`src/include/tccad_regs.svh`:
```
// Timing counts and field positions for the Type-C attach and orientation detector.
// Included by the design files; definitions only.
`ifndef TCCAD_REGS_SVH
`define TCCAD_REGS_SVH

// Pin level comparator bit positions of a level word
`define TCCAD_LVL_BELOW_CABLE   0
`define TCCAD_LVL_BELOW_SINK    1
// Advertisement codes
`define TCCAD_ADV_DEFAULT       2'h0
`define TCCAD_ADV_1P5           2'h1
`define TCCAD_ADV_3P0           2'h2
// Debounce time in microseconds and clock rate in MHz
`define TCCAD_DEBOUNCE_US       100
`define TCCAD_CLK_MHZ           250
`define TCCAD_DEBOUNCE_CYCLES   (`TCCAD_DEBOUNCE_US * `TCCAD_CLK_MHZ)

`endif

```
`src/include/tccad_pkg.sv`:
```
// Types for the Type-C attach and orientation detector.
// Needs no other file.
package tccad_pkg;

	typedef enum logic [1:0] {
		TCCAD_TERM_OPEN,
		TCCAD_TERM_RD,
		TCCAD_TERM_RA
	} tccad_term_t;

	typedef enum logic [2:0] {
		TCCAD_CONN_NONE,
		TCCAD_CONN_SINK,
		TCCAD_CONN_CABLE_ONLY,
		TCCAD_CONN_CABLE_SINK,
		TCCAD_CONN_DEBUG_ACC,
		TCCAD_CONN_AUDIO_ACC,
		TCCAD_CONN_SOURCE
	} tccad_conn_t;

endpackage

```
`src/tccad_pin_class.sv`:
```
// Classifies one configuration pin from its two synchronised comparator outputs and debounces it.
// Comparator inputs are asynchronous to i_clk_sys and are synchronised here.
`timescale 1ns/1ps
`default_nettype none
`include "tccad_regs.svh"

module tccad_pin_class
	import tccad_pkg::*;
#(
	parameter int DEBOUNCE_CYCLES = `TCCAD_DEBOUNCE_CYCLES
) (
	// Clock and reset
	input  wire logic        i_clk_sys,
	input  wire logic        i_reset,
	input  wire logic        i_ce,
	// Comparators: below sink-detect and below active-cable thresholds
	input  wire logic        i_below_sink,
	input  wire logic        i_below_cable,
	// Debounced class
	output var  tccad_term_t o_term
);
	localparam int CW = $clog2(DEBOUNCE_CYCLES + 1);

	logic [1:0]  sync_a;
	logic [1:0]  sync_b;
	tccad_term_t raw;
	tccad_term_t cand;
	tccad_term_t next_cand;
	tccad_term_t next_term;
	logic [CW-1:0] cnt;
	logic [CW-1:0] next_cnt;

	always_comb begin
		// Rising above the sink threshold means open, which ends the connection when the other pin is open [RULE10]
		if (sync_b[1] && sync_a[1])
			raw = TCCAD_TERM_RA; // [RULE9]
		else if (sync_b[1])
			raw = TCCAD_TERM_RD;
		else
			raw = TCCAD_TERM_OPEN;
		next_cand = cand;
		next_cnt  = cnt;
		next_term = o_term;
		if (raw != cand) begin
			next_cand = raw;
			next_cnt  = '0;
		end else if (cnt >= CW'(DEBOUNCE_CYCLES - 1)) begin
			next_term = cand; // [RULE18]
		end else begin
			next_cnt = cnt + CW'(1);
		end
	end

	always_ff @(posedge i_clk_sys) begin
		if (i_reset) begin
			sync_a <= 2'h0;
			sync_b <= 2'h0;
			cand   <= TCCAD_TERM_OPEN;
			cnt    <= '0;
			o_term <= TCCAD_TERM_OPEN;
		end else if (i_ce) begin
			sync_a <= {sync_a[0], i_below_cable};
			sync_b <= {sync_b[0], i_below_sink};
			cand   <= next_cand;
			cnt    <= next_cnt;
			o_term <= next_term;
		end
	end

endmodule
`default_nettype wire

```
`src/tccad_top.sv`:
```
// Type-C attach and orientation detector: pin classification, connection state, power and pull control.
// Analog comparators, switches and pull-ups sit outside; their control and outputs are plain ports.
// Function
// RULE1: Source, both open: watch both pins, VBUS and VCONN off.
// RULE2: Source, Rd on A only: sink attached, VBUS on, watch A.
// RULE3: Source, Rd on B only: sink attached, VBUS on, watch B.
// RULE4: Source, Ra on A only: cable, watch B attach, A detach, no power.
// RULE5: Source, Ra on B only: cable, watch A attach, B detach, no power.
// RULE6: Source, Ra A and Rd B: VBUS on, VCONN onto A, watch B.
// RULE7: Source, Rd A and Ra B: VBUS on, VCONN onto B, watch A.
// RULE8: Both Rd: debug accessory; both Ra: audio accessory; sense both pins.
// RULE9: Source pulls up each pin; each classified alone; below cable threshold is Ra.
// RULE10: Connected: monitored pin above sink threshold means disconnect.
// RULE11: Advertise default, 1.5 A or 3 A; thresholds follow the level.
// RULE12: Sink presents trimmed pull-downs and attaches when VBUS is present.
// RULE13: Sink reads source current capability from the pin pull-up level.
// RULE14: Firmware control switches dead-battery pull-down over to trimmed pull-down.
// RULE15: A control removes the dead-battery pull-down when acting as source.
// RULE16: Board straps gate pin to config pin or ground; not device logic.
// RULE17: Disconnected source keeps monitoring both pins.
// RULE18: Classification stable a debounce interval before state or power changes.
`timescale 1ns/1ps
`default_nettype none
`include "tccad_regs.svh"

module tccad_top
	import tccad_pkg::*;
#(
	parameter int DEBOUNCE_CYCLES = `TCCAD_DEBOUNCE_CYCLES
) (
	// Clock, reset, enable
	input  wire logic        i_clk_sys,
	input  wire logic        i_reset,
	input  wire logic        i_ce,
	// Configuration
	input  wire logic        i_role_source,
	input  wire logic [1:0]  i_adv_level,
	input  wire logic        i_use_trimmed_pulldown,
	input  wire logic        i_remove_deadbattery_pulldown,
	// Comparators on config_pin_a and config_pin_b
	input  wire logic        i_pin_a_below_sink,
	input  wire logic        i_pin_a_below_cable,
	input  wire logic        i_pin_b_below_sink,
	input  wire logic        i_pin_b_below_cable,
	// Sink side sensing
	input  wire logic        i_vbus_present,
	input  wire logic [1:0]  i_sink_pullup_level,
	// Analog control
	output logic [1:0]       o_adv_select,
	output logic             o_source_pullup_current_en,
	output logic             o_trimmed_sink_pulldown_en,
	output logic             o_deadbattery_sink_pulldown_off,
	// Power control
	output logic             o_vbus_power_en,
	output logic             o_vconn_on_pin_a,
	output logic             o_vconn_on_pin_b,
	// Status
	output tccad_conn_t      o_conn_state,
	output logic             o_watch_pin_a,
	output logic             o_watch_pin_b,
	output logic             o_orientation_b,
	output logic [1:0]       o_partner_adv_level,
	output logic             o_detach_event
);
	tccad_term_t term_a;
	tccad_term_t term_b;
	logic [1:0]  vbus_sync;
	logic [1:0]  lvl_sync0;
	logic [1:0]  lvl_sync1;
	logic [1:0]  lvl_hold;

	tccad_conn_t next_conn;
	logic        next_vbus;
	logic        next_vc_a;
	logic        next_vc_b;
	logic        next_wa;
	logic        next_wb;
	logic        next_orient;
	logic [1:0]  next_partner;
	logic        next_detach;

	// Thresholds move with the advertised level [RULE11]
	tccad_pin_class #(
		.DEBOUNCE_CYCLES (DEBOUNCE_CYCLES)
	) u_class_a (
		.i_clk_sys     (i_clk_sys),
		.i_reset       (i_reset),
		.i_ce          (i_ce),
		.i_below_sink  (i_pin_a_below_sink),
		.i_below_cable (i_pin_a_below_cable),
		.o_term        (term_a)
	);

	tccad_pin_class #(
		.DEBOUNCE_CYCLES (DEBOUNCE_CYCLES)
	) u_class_b (
		.i_clk_sys     (i_clk_sys),
		.i_reset       (i_reset),
		.i_ce          (i_ce),
		.i_below_sink  (i_pin_b_below_sink),
		.i_below_cable (i_pin_b_below_cable),
		.o_term        (term_b)
	);

	// Analog setup follows the role and the configuration inputs directly
	always_comb begin
		o_adv_select                    = i_adv_level; // [RULE11]
		o_source_pullup_current_en      = i_role_source; // [RULE9]
		o_trimmed_sink_pulldown_en      = !i_role_source && i_use_trimmed_pulldown; // [RULE12] [RULE14]
		o_deadbattery_sink_pulldown_off = i_remove_deadbattery_pulldown || i_use_trimmed_pulldown; // [RULE15] [RULE14]
	end

	always_comb begin
		next_conn    = TCCAD_CONN_NONE;
		next_vbus    = 1'b0;
		next_vc_a    = 1'b0;
		next_vc_b    = 1'b0;
		next_wa      = 1'b1;
		next_wb      = 1'b1;
		next_orient  = o_orientation_b;
		next_partner = 2'h0;
		if (i_role_source) begin
			case ({term_a, term_b})
				{TCCAD_TERM_OPEN, TCCAD_TERM_OPEN}: begin
					next_conn = TCCAD_CONN_NONE; // [RULE1] [RULE17]
				end
				{TCCAD_TERM_RD, TCCAD_TERM_OPEN}: begin
					next_conn   = TCCAD_CONN_SINK; // [RULE2]
					next_vbus   = 1'b1;
					next_wb     = 1'b0;
					next_orient = 1'b0;
				end
				{TCCAD_TERM_OPEN, TCCAD_TERM_RD}: begin
					next_conn   = TCCAD_CONN_SINK; // [RULE3]
					next_vbus   = 1'b1;
					next_wa     = 1'b0;
					next_orient = 1'b1;
				end
				{TCCAD_TERM_RA, TCCAD_TERM_OPEN}: begin
					next_conn = TCCAD_CONN_CABLE_ONLY; // [RULE4]
				end
				{TCCAD_TERM_OPEN, TCCAD_TERM_RA}: begin
					next_conn = TCCAD_CONN_CABLE_ONLY; // [RULE5]
				end
				{TCCAD_TERM_RA, TCCAD_TERM_RD}: begin
					next_conn   = TCCAD_CONN_CABLE_SINK; // [RULE6]
					next_vbus   = 1'b1;
					next_vc_a   = 1'b1;
					next_wa     = 1'b0;
					next_orient = 1'b1;
				end
				{TCCAD_TERM_RD, TCCAD_TERM_RA}: begin
					next_conn   = TCCAD_CONN_CABLE_SINK; // [RULE7]
					next_vbus   = 1'b1;
					next_vc_b   = 1'b1;
					next_wb     = 1'b0;
					next_orient = 1'b0;
				end
				{TCCAD_TERM_RD, TCCAD_TERM_RD}: begin
					next_conn = TCCAD_CONN_DEBUG_ACC; // [RULE8]
				end
				{TCCAD_TERM_RA, TCCAD_TERM_RA}: begin
					next_conn = TCCAD_CONN_AUDIO_ACC; // [RULE8]
				end
				default: begin
					next_conn = TCCAD_CONN_NONE;
				end
			endcase
		end else if (vbus_sync[1]) begin
			next_conn    = TCCAD_CONN_SOURCE; // [RULE12]
			// Both code bits cross from the pins together; only a code seen on two edges in a row is taken
			next_partner = (lvl_sync1 == lvl_hold) ? lvl_sync1 : o_partner_adv_level; // [RULE13]
		end
		// Any drop from a connected state, other than by reset, is a detach [RULE10]
		next_detach = (o_conn_state != TCCAD_CONN_NONE) && (next_conn == TCCAD_CONN_NONE);
	end

	always_ff @(posedge i_clk_sys) begin
		if (i_reset) begin
			vbus_sync           <= 2'h0;
			lvl_sync0           <= 2'h0;
			lvl_sync1           <= 2'h0;
			lvl_hold            <= 2'h0;
			o_conn_state        <= TCCAD_CONN_NONE;
			o_vbus_power_en     <= 1'b0;
			o_vconn_on_pin_a    <= 1'b0;
			o_vconn_on_pin_b    <= 1'b0;
			o_watch_pin_a       <= 1'b1;
			o_watch_pin_b       <= 1'b1;
			o_orientation_b     <= 1'b0;
			o_partner_adv_level <= 2'h0;
			o_detach_event      <= 1'b0;
		end else if (i_ce) begin
			vbus_sync           <= {vbus_sync[0], i_vbus_present};
			lvl_sync0           <= i_sink_pullup_level;
			lvl_sync1           <= lvl_sync0;
			lvl_hold            <= lvl_sync1;
			o_conn_state        <= next_conn;
			o_vbus_power_en     <= next_vbus;
			o_vconn_on_pin_a    <= next_vc_a;
			o_vconn_on_pin_b    <= next_vc_b;
			o_watch_pin_a       <= next_wa;
			o_watch_pin_b       <= next_wb;
			o_orientation_b     <= next_orient;
			o_partner_adv_level <= next_partner;
			o_detach_event      <= next_detach;
		end
	end

endmodule
`default_nettype wire

```
`config.mk`:
```
export PLATFORM = sky130hd
export DESIGN_NAME = tccad_top
export DESIGN_NICKNAME = d
export VERILOG_FILES = /design/src/include/tccad_pkg.sv /design/src/tccad_pin_class.sv /design/src/tccad_top.sv
export VERILOG_INCLUDE_DIRS = /design/src /design/src/include
export SDC_FILE = /design/constraint.sdc
export NUM_CORES = 1
export LEC_CHECK = 0
export BUFFER_PORTS_ARGS = -buffer_cell sky130_fd_sc_hd__buf_2
export CELL_PAD_IN_SITES_DETAIL_PLACEMENT = 2
export CELL_PAD_IN_SITES_GLOBAL_PLACEMENT = 2
export CORE_MARGIN = 2
export CORE_UTILIZATION = 36
export CTS_CLUSTER_DIAMETER = 60
export DETAILED_ROUTE_END_ITERATION = 8
export PLACE_DENSITY = 0.85
export SYNTH_ARGS = -nofsm -noshare
export SYNTH_HDL_FRONTEND = slang
export SYNTH_SLANG_ARGS = --single-unit
```
`constraint.sdc`:
```
create_clock -name i_clk_sys -period 2.5 [get_ports i_clk_sys]
set_input_delay 0.375 -clock i_clk_sys [delete_from_list [all_inputs] [get_ports i_clk_sys]]
set_output_delay 0.375 -clock i_clk_sys [all_outputs]
set_load 0.05 [all_outputs]
```
Word level (Yosys, flattened, before mapping)
Index checks and enable logic that the tools add are counted.
Widths: inputs -> output; s select.
{"block": "totals", "wordCells": 91, "in_bits": 15, "register_bits": 66, "output_inout_bits": 17}
{"block": "classes", "n_bitwise": 2, "eq_ne": 14, "n_mux": 25, "n_reduce_logical": 23, "n_addsub": 2, "order_cmp": 2}
{"op": "$mux 15", "count": 4}
{"op": "$add 15x1->15 const B", "count": 2}
{"op": "$ge 15x15->1 const B", "count": 2}
{"op": "$pmux 3 s5", "count": 1}
{"op": "$eq 4x3->1 const B", "count": 3}
{"op": "$eq 4x4->1 const B", "count": 3}
{"op": "$mux 1", "count": 12}
{"op": "$mux 2", "count": 5}
{"op": "$reduce_and 2->1", "count": 5}
{"op": "$reduce_or 2->1", "count": 5}
{"op": "$reduce_and 3->1", "count": 3}
{"op": "$mux 3", "count": 2}
{"op": "$eq 4x1->1 const B", "count": 1}
{"op": "$eq 4x2->1 const B", "count": 1}
{"op": "$logic_and 1x1->1", "count": 4}
{"op": "$ne 2x1->1 const B", "count": 2}
{"op": "$ne 2x2->1", "count": 2}
{"op": "$reduce_or 4->1", "count": 1}
{"op": "$logic_not 3->1", "count": 1}
{"op": "$ne 3x2->1 const B", "count": 1}
{"op": "$reduce_bool 3->1", "count": 1}
{"op": "$eq 2x2->1", "count": 1}
{"op": "$not 1->1", "count": 2}
{"op": "$pmux 1 s2", "count": 1}
{"op": "3 further kinds", "count": 3}

Longest topological paths before layout
Gate-level depths: netlist (run 1).
{"block": "depth", "word_depth": 6, "ltp_mapped": 7, "ltp_nobuf": 6}

Modules after synthesis
Synthesis (run 1) repeated with hierarchy kept, for this count alone.
{"block": "hier_totals", "cells_unflattened": 410, "area_unflattened_um2": 3480.8}
{"mod": "tccad_pin_class", "cells_each": 152, "area_per_inst_um2": 1285.0, "seq_area_each_um2": 460.4, "instances": 2}
{"mod": "tccad_top", "cells_each": 106, "area_per_inst_um2": 910.9, "seq_area_each_um2": 400.4, "instances": 1}

Least setup slack after synthesis (run 1)
Ideal clock, no wire load.
{"block": "synth_timing", "kind": "reg-to-reg", "from": "register u_class_b.cnt[0]", "to": "register u_class_b.cnt[4]", "t_arrival_ns": 2.003, "synth_period_minus_slack_ns": 2.077, "slack_ns": 0.423, "path_stages_with_launch": 7, "setup_time_ns": 0.074, "path_cell_list": "dfxtp_1 > ha_1 > a211o_1 > o211ai_1 > nand2_4 > or4_1 > a31oi_1"}
{"block": "synth_via", "elab_chain_len": 3, "elab_cells_between_ends": 6, "classes_between": "add/sub (1); order compare (1); eq/ne (1); mux (2); reduce/logical (1)"}
{"item": "start, declared", "line": "tccad_pin_class.sv:30", "source": "logic [CW-1:0] cnt;"}
{"item": "start signal, assigned", "line": "tccad_pin_class.sv:65", "source": "cnt <= next_cnt;"}
{"item": "$add 15x1->15 or $ge 15x15->1 (tied branches)", "line": "tccad_pin_class.sv:50, tccad_pin_class.sv:47"}
{"item": "$mux 15 or $ne 2x1->1 (tied branches)"}
{"item": "$mux 15 or $reduce_and 2->1 (tied branches)"}
Several ways; a longest one is shown, not always the timed one. The select of a mux whose other input is x is not followed.
A chain may end at the register's enable or synchronous reset.

Final worst setup path (run 1)
{"block": "layout_timing", "from": "register u_class_a.cnt[0]", "to": "register u_class_a.cnt[5]"}
{"block": "layout_via", "elab_chain_len": 3, "elab_cells_between_ends": 6, "classes_between": "add/sub (1); order compare (1); eq/ne (1); mux (2); reduce/logical (1)"}
{"item": "start, declared", "line": "tccad_pin_class.sv:30"}
{"item": "start signal, assigned", "line": "tccad_pin_class.sv:65"}
{"item": "$add 15x1->15 or $ge 15x15->1 (tied branches)", "line": "tccad_pin_class.sv:50, tccad_pin_class.sv:47"}
{"item": "$mux 15 or $ne 2x1->1 (tied branches)"}
{"item": "$mux 15 or $reduce_and 2->1 (tied branches)"}
Several ways; a longest one is shown, not always the timed one. The select of a mux whose other input is x is not followed.

==> flow_metrics.tcl, run 1 <==
set metrics [dict create \
    ant_nets 0 \
    rsz0062_at_grt "no" \
    grt.total_usage_pct 24.0 \
    cts-root-buf "clkbuf_8" \
    core_sq_um 8760 \
    cp-end-kind "flip-flop" \
    ir_worst_vdd_mv 0.373 \
    seq_area_frac_synth_pct 40.3 \
    worstPathArrival_ns 2.68 \
    yosys-top-cells-count "dfxtp_1 (66), nor2_1 (38), a21oi_1 (35)" \
    skew_ns 0.00990 \
    first_pass_iters 4 \
    wire_per_inst_um 21.6 \
    clk_pin_slew_worst_paths_ns 0.08 \
    yosysTopAreaCellShare_pct 40.3 \
    slowest_delay_ns 0.58 \
    grt_pass1_wl_um 18700 \
    cts.sinks 66 \
    synth_nets 397 \
    finalSetupViolations 0 \
    cts_tree "done" \
    grt_max_degree 49 \
    multi_input_area_sq_um 1860 \
    maxSlewHeadroom_pct 25.1 \
    cp_max_fo 7 \
    critPathRequiredTime_ns 2.78 \
    gp_congestion 0.846 \
    nFillCells 978 \
    cp_cell_sequence "ha_1 -> a211o_1 -> o211ai_1 -> nand2_2 -> or4_1 -> a31oi_1" \
    hold_class "primary input to flip-flop" \
    dieArea_sq_um 9900 \
    yosys_warnings 0 \
    leakagePower_uw 0.00134 \
    outcome "complete, no violations" \
    hold_viol 0 \
    slowest_stage "or4_1" \
    area_delta_synth_final_pct 13.6 \
    die_w_um 99.5 \
    synth.area.top_cells "dfxtp_1 (40%), mux2i_1 (6.1%), a21oi_1 (5.3%)" \
    fin_nets 425 \
    die_height_um 99.5 \
    num_vias 3152 \
    start_util_pct 37.5 \
    postSynthCellCount 380 \
    drc 0 \
    dpl-instance-area_sq_um 3530 \
    yosysTopAreaCell "dfxtp_1" \
    grt_pass1_vias 3470 \
    drt_iter0_markers 95 \
    design_area_sq_um 3730 \
    yosysMostFrequentCell "dfxtp_1" \
    gr-total-overflow 0 \
    cap_violations 0 \
    async_flop_share_pct 0 \
    portBuffers 27 \
    synth_flop_cell "dfxtp_1" \
    antenna_found_initial 0 \
    synthesis.area_sq_um 3280 \
    viasPerCell 6.07 \
    p_per_area_nw_per_um2 571 \
    synth.distinct_cells 58 \
    slew_viol_final 0 \
    ys_ff_latch 66 \
    cts_buffers 9 \
    crit_path_start_kind "flip-flop" \
    hpwl_um 7420 \
    fmax_mhz 417 \
    insertion_delay_ns 0.35 \
    h-tree-depth 3 \
    drive_above_1_share_pct 16.5 \
    fin_util_pct 42.5 \
    crit_type "flip-flop to flip-flop" \
    cts.path.max_buffers 2 \
    io_pins 32 \
    syn_avg_cell_area_sq_um 8.64 \
    reg_top3 "u_class_a.cnt x15, u_class_b.cnt x15, o_conn_state x3" \
    antenna_cells 0 \
    totalWireLength_um 11200 \
    tightest_slew_ns 1.11 \
    holdWs_ns 0.259 \
    period_share_pct 95.9 \
    register_area_sq_um 1320 \
    rows 34 \
    finalCriticalPeriod_ns 2.40 \
    synth_edf_count 0 \
]
-- worst paths after layout --
path / from / cells after the start / to / slack [ns]
setup / recovery: u_class_a.cnt[0]$_SDFFE_PP0P_ / 6 / u_class_a.cnt[5]$_SDFFE_PP0P_ / 0.10
hold / removal: i_pin_b_below_sink / 3 / u_class_b.sync_b[0]$_SDFFE_PP0P_ / 0.26
setup reg to reg: u_class_a.cnt[0]$_SDFFE_PP0P_ / 6 / u_class_a.cnt[5]$_SDFFE_PP0P_ / 0.10
hold reg to reg: o_vbus_power_en$_SDFFE_PP0P_ / 2 / o_vbus_power_en$_SDFFE_PP0P_ / 0.47
-- worst max-delay path, delay by kind of cell, from the launching register on --
kind                       cells  cell delay [ns]
AOI/OAI and AO/OA              3             0.88
and+or+nand+nor                2             0.74
DFF                            1             0.39
adders and majority gates      1             0.30
-- through the flow --
stage / TNS, ns / worst slack, ns / std cells / total power [uW]
after floorplan: 0 / 0.423 / 380 / 1230
after global placement: 0 / 0.186 / 503 / 1270
after detailed placement: -0.0772 / -0.0591 / 503 / 1280
after CTS: 0 / 0.150 / 519 / 2140
after global routing: 0 / 0.0187 / 519 / 2210
final: 0 / 0.102 / 519 / 2130
-- area by class of cell --
class,instances,share of cell area [%]
inverters,3,0.302
well taps,108,3.63
clock buffers,12,4.43
flip-flops and latches,66,35.4
clock inverters,2,0.336
repair buffers,38,5.84
multi-input cells,290,50.0
-- logic make-up after synthesis --
family	Yosys count	share of synthesized area, %
mux	20	6.10
compound gates	103	21.5
flops	66	40.3
simple gates	162	27.5
xor+xnor	3	0.801
fa+ha+maj	2	0.762
buf+inv	24	3.09
-- what timing repair did --
item,in CTS,in global routing
gates resized for setup,1,0
buffers inserted,2,0
endpoints found under the hold margin,0,0
endpoints found under the setup margin,5,0
hold buffers,0,0
-- layer usage --
metal	global-route usage (%)	part of all wire (%)	vias to the layer above
met5	0	0	-
met4	8.22	2.0	0
met3	4.43	3.1	22
met2	42.2	51	55
met1	29.4	44	1583
li1	-	-	1492
-- layout by cell type (no fill, tap or decap), types with 3 or more instances in the layout --
cell	count
a21oi_1	35
a22oi_1	4
a31oi_1	7
a41oi_1	3
and2_1	4
and3_1	7
and4_1	6
buf_2	27
buf_4	11
clkbuf_8	12
dfxtp_1	66
inv_1	3
mux2i_1	20
nand2_1	28
nand3_1	13
nand3b_1	5
nand4_1	7
nor2_1	38
nor2b_1	3
nor3_1	9
nor4_1	4
o211ai_1	10
o21ai_0	18
o311ai_0	5
or2_2	3
or3_1	6
or4_1	11
xnor2_1	3
-- where the power goes --
part / internal, uW / total (uW) / leakage (uW) / switching, uW
registers: 1070 / 1090 / 0.000535 / 21.3
clock network: 429 / 867 / 0.0000903 / 437
logic: 55.4 / 171 / 0.000718 / 115
total: 1550 / 2130 / 0.00134 / 574
Power figures use the tool's default switching activity.
==> run 2, diff against run 1 <==
--- a/config.mk
+++ b/config.mk
@@ -13,7 +13,7 @@
 export CORE_UTILIZATION = 36
 export CTS_CLUSTER_DIAMETER = 60
 export DETAILED_ROUTE_END_ITERATION = 8
-export PLACE_DENSITY = 0.85
+export PLACE_DENSITY_LB_ADDON = 0.1
 export SYNTH_ARGS = -nofsm -noshare
 export SYNTH_HDL_FRONTEND = slang
 export SYNTH_SLANG_ARGS = --single-unit
==> flow_metrics.tcl, run 2 (same netlist as run 1, synthesis figures left out) <==
set metrics [dict create \
    ir_worst_vdd_mv 0.284 \
    final_common_cell "dfxtp_1" \
    dieArea_sq_um 9900 \
    h-tree-depth 3 \
    drive_above_1_share_pct 17.1 \
    cp_cell_sequence "ha_1 -> a211o_1 -> o211ai_1 -> nand2_2 -> or4_1 -> a31oi_1" \
    cp_top_family "compound AO/OA/AOI/OAI gates" \
    cts.sinks 66 \
    crit_type "flip-flop to flip-flop" \
    core_sq_um 8760 \
    cts_buffers 9 \
    worstPathArrival_ns 2.61 \
    period_share_pct 93.2 \
    stdcell_count 523 \
    design_area_sq_um 3740 \
    viasPerCell 5.98 \
    die_w_um 99.5 \
    crit_path_start_kind "flip-flop" \
    drc 0 \
    grt_pass1_wl_um 17100 \
    io_pins 32 \
    antenna_found_initial 0 \
    cts_tree "done" \
    cp_max_fo 7 \
    leakagePower_uw 0.00134 \
    hold_class "primary input to flip-flop" \
    worst-path-buf-inv 0 \
    num_vias 3129 \
    grt_pass1_vias 3422 \
    setup_ws_ns 0.170 \
    reg_top3 "u_class_a.cnt x15, u_class_b.cnt x15, o_conn_state x3" \
    finalCriticalPeriod_ns 2.33 \
    drt_iter0_markers 88 \
    dp_cells 506 \
    rsz0062_at_grt "no" \
    hold_viol 0 \
    wire_per_inst_um 19.0 \
    insertion_delay_ns 0.34 \
    final_cell_mix "dfxtp_1 (66), nor2_1 (38), a21oi_1 (35), nand2_1 (28), buf_2 (27)" \
    outcome "complete, no violations" \
    fmax_mhz 429 \
    fin_nets 427 \
    dpl-instance-area_sq_um 3550 \
    start_util_pct 37.5 \
    cts-root-buf "clkbuf_8" \
    ant_nets 0 \
    slowest_stage "or4_1" \
    gp_congestion 0.792 \
    totalWireLength_um 9920 \
    die_height_um 99.5 \
    slew_viol_final 0 \
    skew_ns 0.0115 \
    portBuffers 27 \
    grt.total_usage_pct 21.5 \
    critPathRequiredTime_ns 2.78 \
    tns_ns 0 \
    first_pass_iters 4 \
    clk_pin_slew_worst_paths_ns 0.09 \
    maxSlewHeadroom_pct 24.9 \
    grt_max_degree 38 \
    tightest_slew_ns 1.12 \
    cp-end-kind "flip-flop" \
    rows 34 \
    slowest_delay_ns 0.55 \
    hpwl_um 6870 \
    area_delta_synth_final_pct 13.9 \
    cap_violations 0 \
    p_per_area_nw_per_um2 560 \
    gr-total-overflow 0 \
    finalSetupViolations 0 \
    post-place-ws_ns 0.182 \
    antenna_cells 0 \
    cts.path.max_buffers 2 \
]
run 2: through the flow:
step,power [uW],util [%],hold slack (ns)
2_1_floorplan,1230,-,0.460
3_3_place_gp,1280,40.5,0.448
3_5_place_dp,1280,40.5,0.489
4_1_cts,2130,42.6,0.250
5_1_grt,2200,42.6,0.255
6_report,2090,42.6,0.264
run 2: cell type report:
| class | count | area [sq um] |
|---|---|---|
| multi-input cells | 290 | 1860 |
| well taps | 108 | 135 |
| flip-flops and latches | 66 | 1320 |
| clock inverters | 7 | 53.8 |
| clock buffers | 9 | 124 |
| fillers | 1021 | 5030 |
| inverters | 3 | 11.3 |
| repair buffers | 40 | 233 |
run 2: layer usage:
metal | up-vias | share of wire, % | track usage, %
met4 | 0 | 1.1 | 7.27
met2 | 42 | 49 | 36.3
met5 | - | 0 | 0
li1 | 1511 | - | -
met3 | 9 | 2.5 | 3.30
met1 | 1567 | 48 | 28.1
run 2: final timing paths:
path	start	to	slack [ns]	cells past startpoint
worst min register to register	u_class_a.sync_a[0]$_SDFFE_PP0P_	u_class_a.sync_a[0]$_SDFFE_PP0P_	0.50	2
worst max-delay path	u_class_a.cnt[0]$_SDFFE_PP0P_	u_class_a.cnt[5]$_SDFFE_PP0P_	0.17	6
worst max register to register	u_class_a.cnt[0]$_SDFFE_PP0P_	u_class_a.cnt[5]$_SDFFE_PP0P_	0.17	6
worst min-delay path	i_sink_pullup_level[1]	lvl_sync0[1]$_SDFFE_PP0P_	0.26	3
run 2: report_power, final:
part           total, uW  internal (uW)  switching, uW
clock                837            367            470
combinational        167           58.5            109
sequential          1090           1070           18.2
total               2090           1490            597
run 2: tightest hold or removal path, stage by stage:
cell and delay, ns:
buf_2 0.07, mux2i_1 0.05, nor2_1 0.07
run 2: what timing repair did:
item	CTS	global route
resized for setup	0	0
endpoints found under the setup margin	0	4
setup buffers	0	1
hold buffers	0	0
==> run 3, diff against run 2 <==
--- a/config.mk
+++ b/config.mk
@@ -10,7 +10,8 @@
 export CELL_PAD_IN_SITES_DETAIL_PLACEMENT = 2
 export CELL_PAD_IN_SITES_GLOBAL_PLACEMENT = 2
 export CORE_MARGIN = 2
-export CORE_UTILIZATION = 36
+export CORE_UTILIZATION = 37
+export CTS_BUF_LIST = sky130_fd_sc_hd__clkbuf_8
 export CTS_CLUSTER_DIAMETER = 60
 export DETAILED_ROUTE_END_ITERATION = 8
 export PLACE_DENSITY_LB_ADDON = 0.1
==> constraint.sdc (replaced) <==
create_clock -name i_clk_sys -period 2.5 [get_ports i_clk_sys]
set_input_delay 0.375 -clock i_clk_sys [delete_from_list [all_inputs] [get_ports i_clk_sys]]
set_output_delay 0.375 -clock i_clk_sys [all_outputs]
set_load 0.005 [all_outputs]
==> flow_metrics.tcl, run 3 (same netlist as run 1, synthesis figures left out) <==
set metrics [dict create \
    area_delta_synth_final_pct 14.6 \
    leakagePower_uw 0.00135 \
    outcome "complete, no violations" \
    cap_violations 0 \
    nFillCells 1003 \
    totalWireLength_um 10100 \
    switchingPower_uw 559 \
    h-tree-depth 3 \
    rsz0062_at_grt "no" \
    cp-end-kind "flip-flop" \
    die_w_um 98.2 \
    ir_worst_vdd_mv 0.351 \
    fmax_mhz 430 \
    fin_nets 425 \
    tns_ns 0 \
    maxSlewHeadroom_pct 27.8 \
    antenna_found_initial 0 \
    io_pins 32 \
    seqPwrFrac_pct 48.6 \
    wire_per_inst_um 19.4 \
    reg_top3 "u_class_a.cnt x15, u_class_b.cnt x15, o_conn_state x3" \
    comb_power_share_pct 6.6 \
    grt_util_met1_pct 28.1 \
    start_util_pct 37.8 \
    hp-start "i_reset" \
    first_pass_iters 4 \
    insertion_delay_ns 0.35 \
    use_met3_pct 4.08 \
    cts-root-buf "clkbuf_8" \
    worstPathArrival_ns 2.59 \
    fin_util_pct 43.3 \
    cts_buffers 9 \
    drc 0 \
    dp_cells 503 \
    sw_frac_of_total_pct 24.9 \
    die_height_um 98.2 \
    grt_max_degree 60 \
    drt_iter0_markers 103 \
    ant_nets 0 \
    slew_viol_final 0 \
    hpwl_um 6830 \
    dieArea_sq_um 9640 \
    gr-total-overflow 0 \
    p_per_area_nw_per_um2 596 \
    final_common_cell "dfxtp_1" \
    cp_max_fo 7 \
    hold_viol 0 \
    grt_pass1_wl_um 17300 \
    portBuffers 27 \
    critPathRequiredTime_ns 2.77 \
    pwr-share-clk_pct 44.8 \
    viasPerCell 5.93 \
    drive_above_1_share_pct 16.5 \
    period_share_pct 92.9 \
    r2r-start "u_class_a.cnt[9]$_SDFFE_PP0P_" \
    tightest_slew_ns 1.07 \
    cts_resized 0 \
    skew_ns 0.00793 \
    antenna_cells 0 \
    top_usage_layer "met2" \
    num_vias 3086 \
    cts_tree "done" \
    final_cell_mix "dfxtp_1 (66), nor2_1 (38), a21oi_1 (35), nand2_1 (28), buf_2 (27)" \
    crit_type "flip-flop to flip-flop" \
    cts.sinks 66 \
    holdWs_ns 0.249 \
    finalCriticalPeriod_ns 2.32 \
    clk_pin_slew_worst_paths_ns 0.08 \
    stdcell_count 520 \
    rows 34 \
    gp_congestion 0.818 \
    core_sq_um 8680 \
    crit_path_start_kind "flip-flop" \
    grt.total_usage_pct 22.0 \
    p_int_uw 1680 \
    cts.path.max_buffers 2 \
    finalSetupViolations 0 \
    use_met2_pct 38.5 \
    hold_buffers 0 \
    hold_class "primary input to flip-flop" \
    grt_pass1_vias 3435 \
    crit_start "u_class_a.cnt[9]$_SDFFE_PP0P_" \
]
run 3: changes by cell type in the layout (fill, tap and decap cells not counted):
cell / change
buf_4: -2
bufinv_16: +2
clkinv_2: -1
clkinv_4: -1
inv_6: -1
run 3: power groups by stage:
stage	Clock [uW]	Combinational, uW	Sequential [uW]
floorplan	0	99.5	1110
global route	1080	168	1090
finish	1000	149	1090
global placement	0	144	1110
detailed placement	0	150	1110
CTS	1040	151	1090
run 3: worst max-delay path: stages, from the launching register on:
cell      delay [ns]
dfxtp_1         0.36
or4_4           0.58
o211ai_2        0.35
nand4_1         0.31
or4_1           0.47
a21oi_1         0.17
run 3: routing by layer:
| layer | share of wire, % | vias to the layer above |
|---|---|---|
| met5 | 0 | - |
| met4 | 0.92 | 0 |
| met3 | 2.6 | 7 |
| met2 | 49 | 37 |
| met1 | 47 | 1543 |
| li1 | - | 1499 |
run 3: what timing repair did:
action,in CTS,in global routing
buffers inserted,0,2
hold endpoints to repair,0,0
setup endpoints to repair,0,4
run 3: final cells by class:
| type | count | area [sq um] | area share, % |
|---|---|---|---|
| clock buffer | 9 | 124 | 3.29 |
| clock inverter | 6 | 91.3 | 2.43 |
| inverter | 3 | 11.3 | 0.300 |
| sequential | 66 | 1320 | 35.1 |
| timing repair buffer | 38 | 218 | 5.79 |
| multi-input combinational | 290 | 1860 | 49.5 |
| tap | 108 | 135 | 3.59 |
run 3: metrics by stage:
step	area, sq um	total power (uW)	setup WS, ns
floorplan	3280	1210	0.423
global placement	3530	1260	0.280
detailed placement	3530	1260	0.174
CTS	3740	2280	0.0843
global route	3760	2340	0.0259
finish	3760	2240	0.177
run 3: worst paths after layout:
check                                                 endpoint  slack [ns]  cells after the start
worst max-delay path            u_class_a.cnt[13]$_SDFFE_PP0P_        0.18                      5
worst min register to register    o_vbus_power_en$_SDFFE_PP0P_        0.48                      2
worst max register to register  u_class_a.cnt[13]$_SDFFE_PP0P_        0.18                      5
worst min-delay path            u_class_b.cnt[10]$_SDFFE_PP0P_        0.25                      2
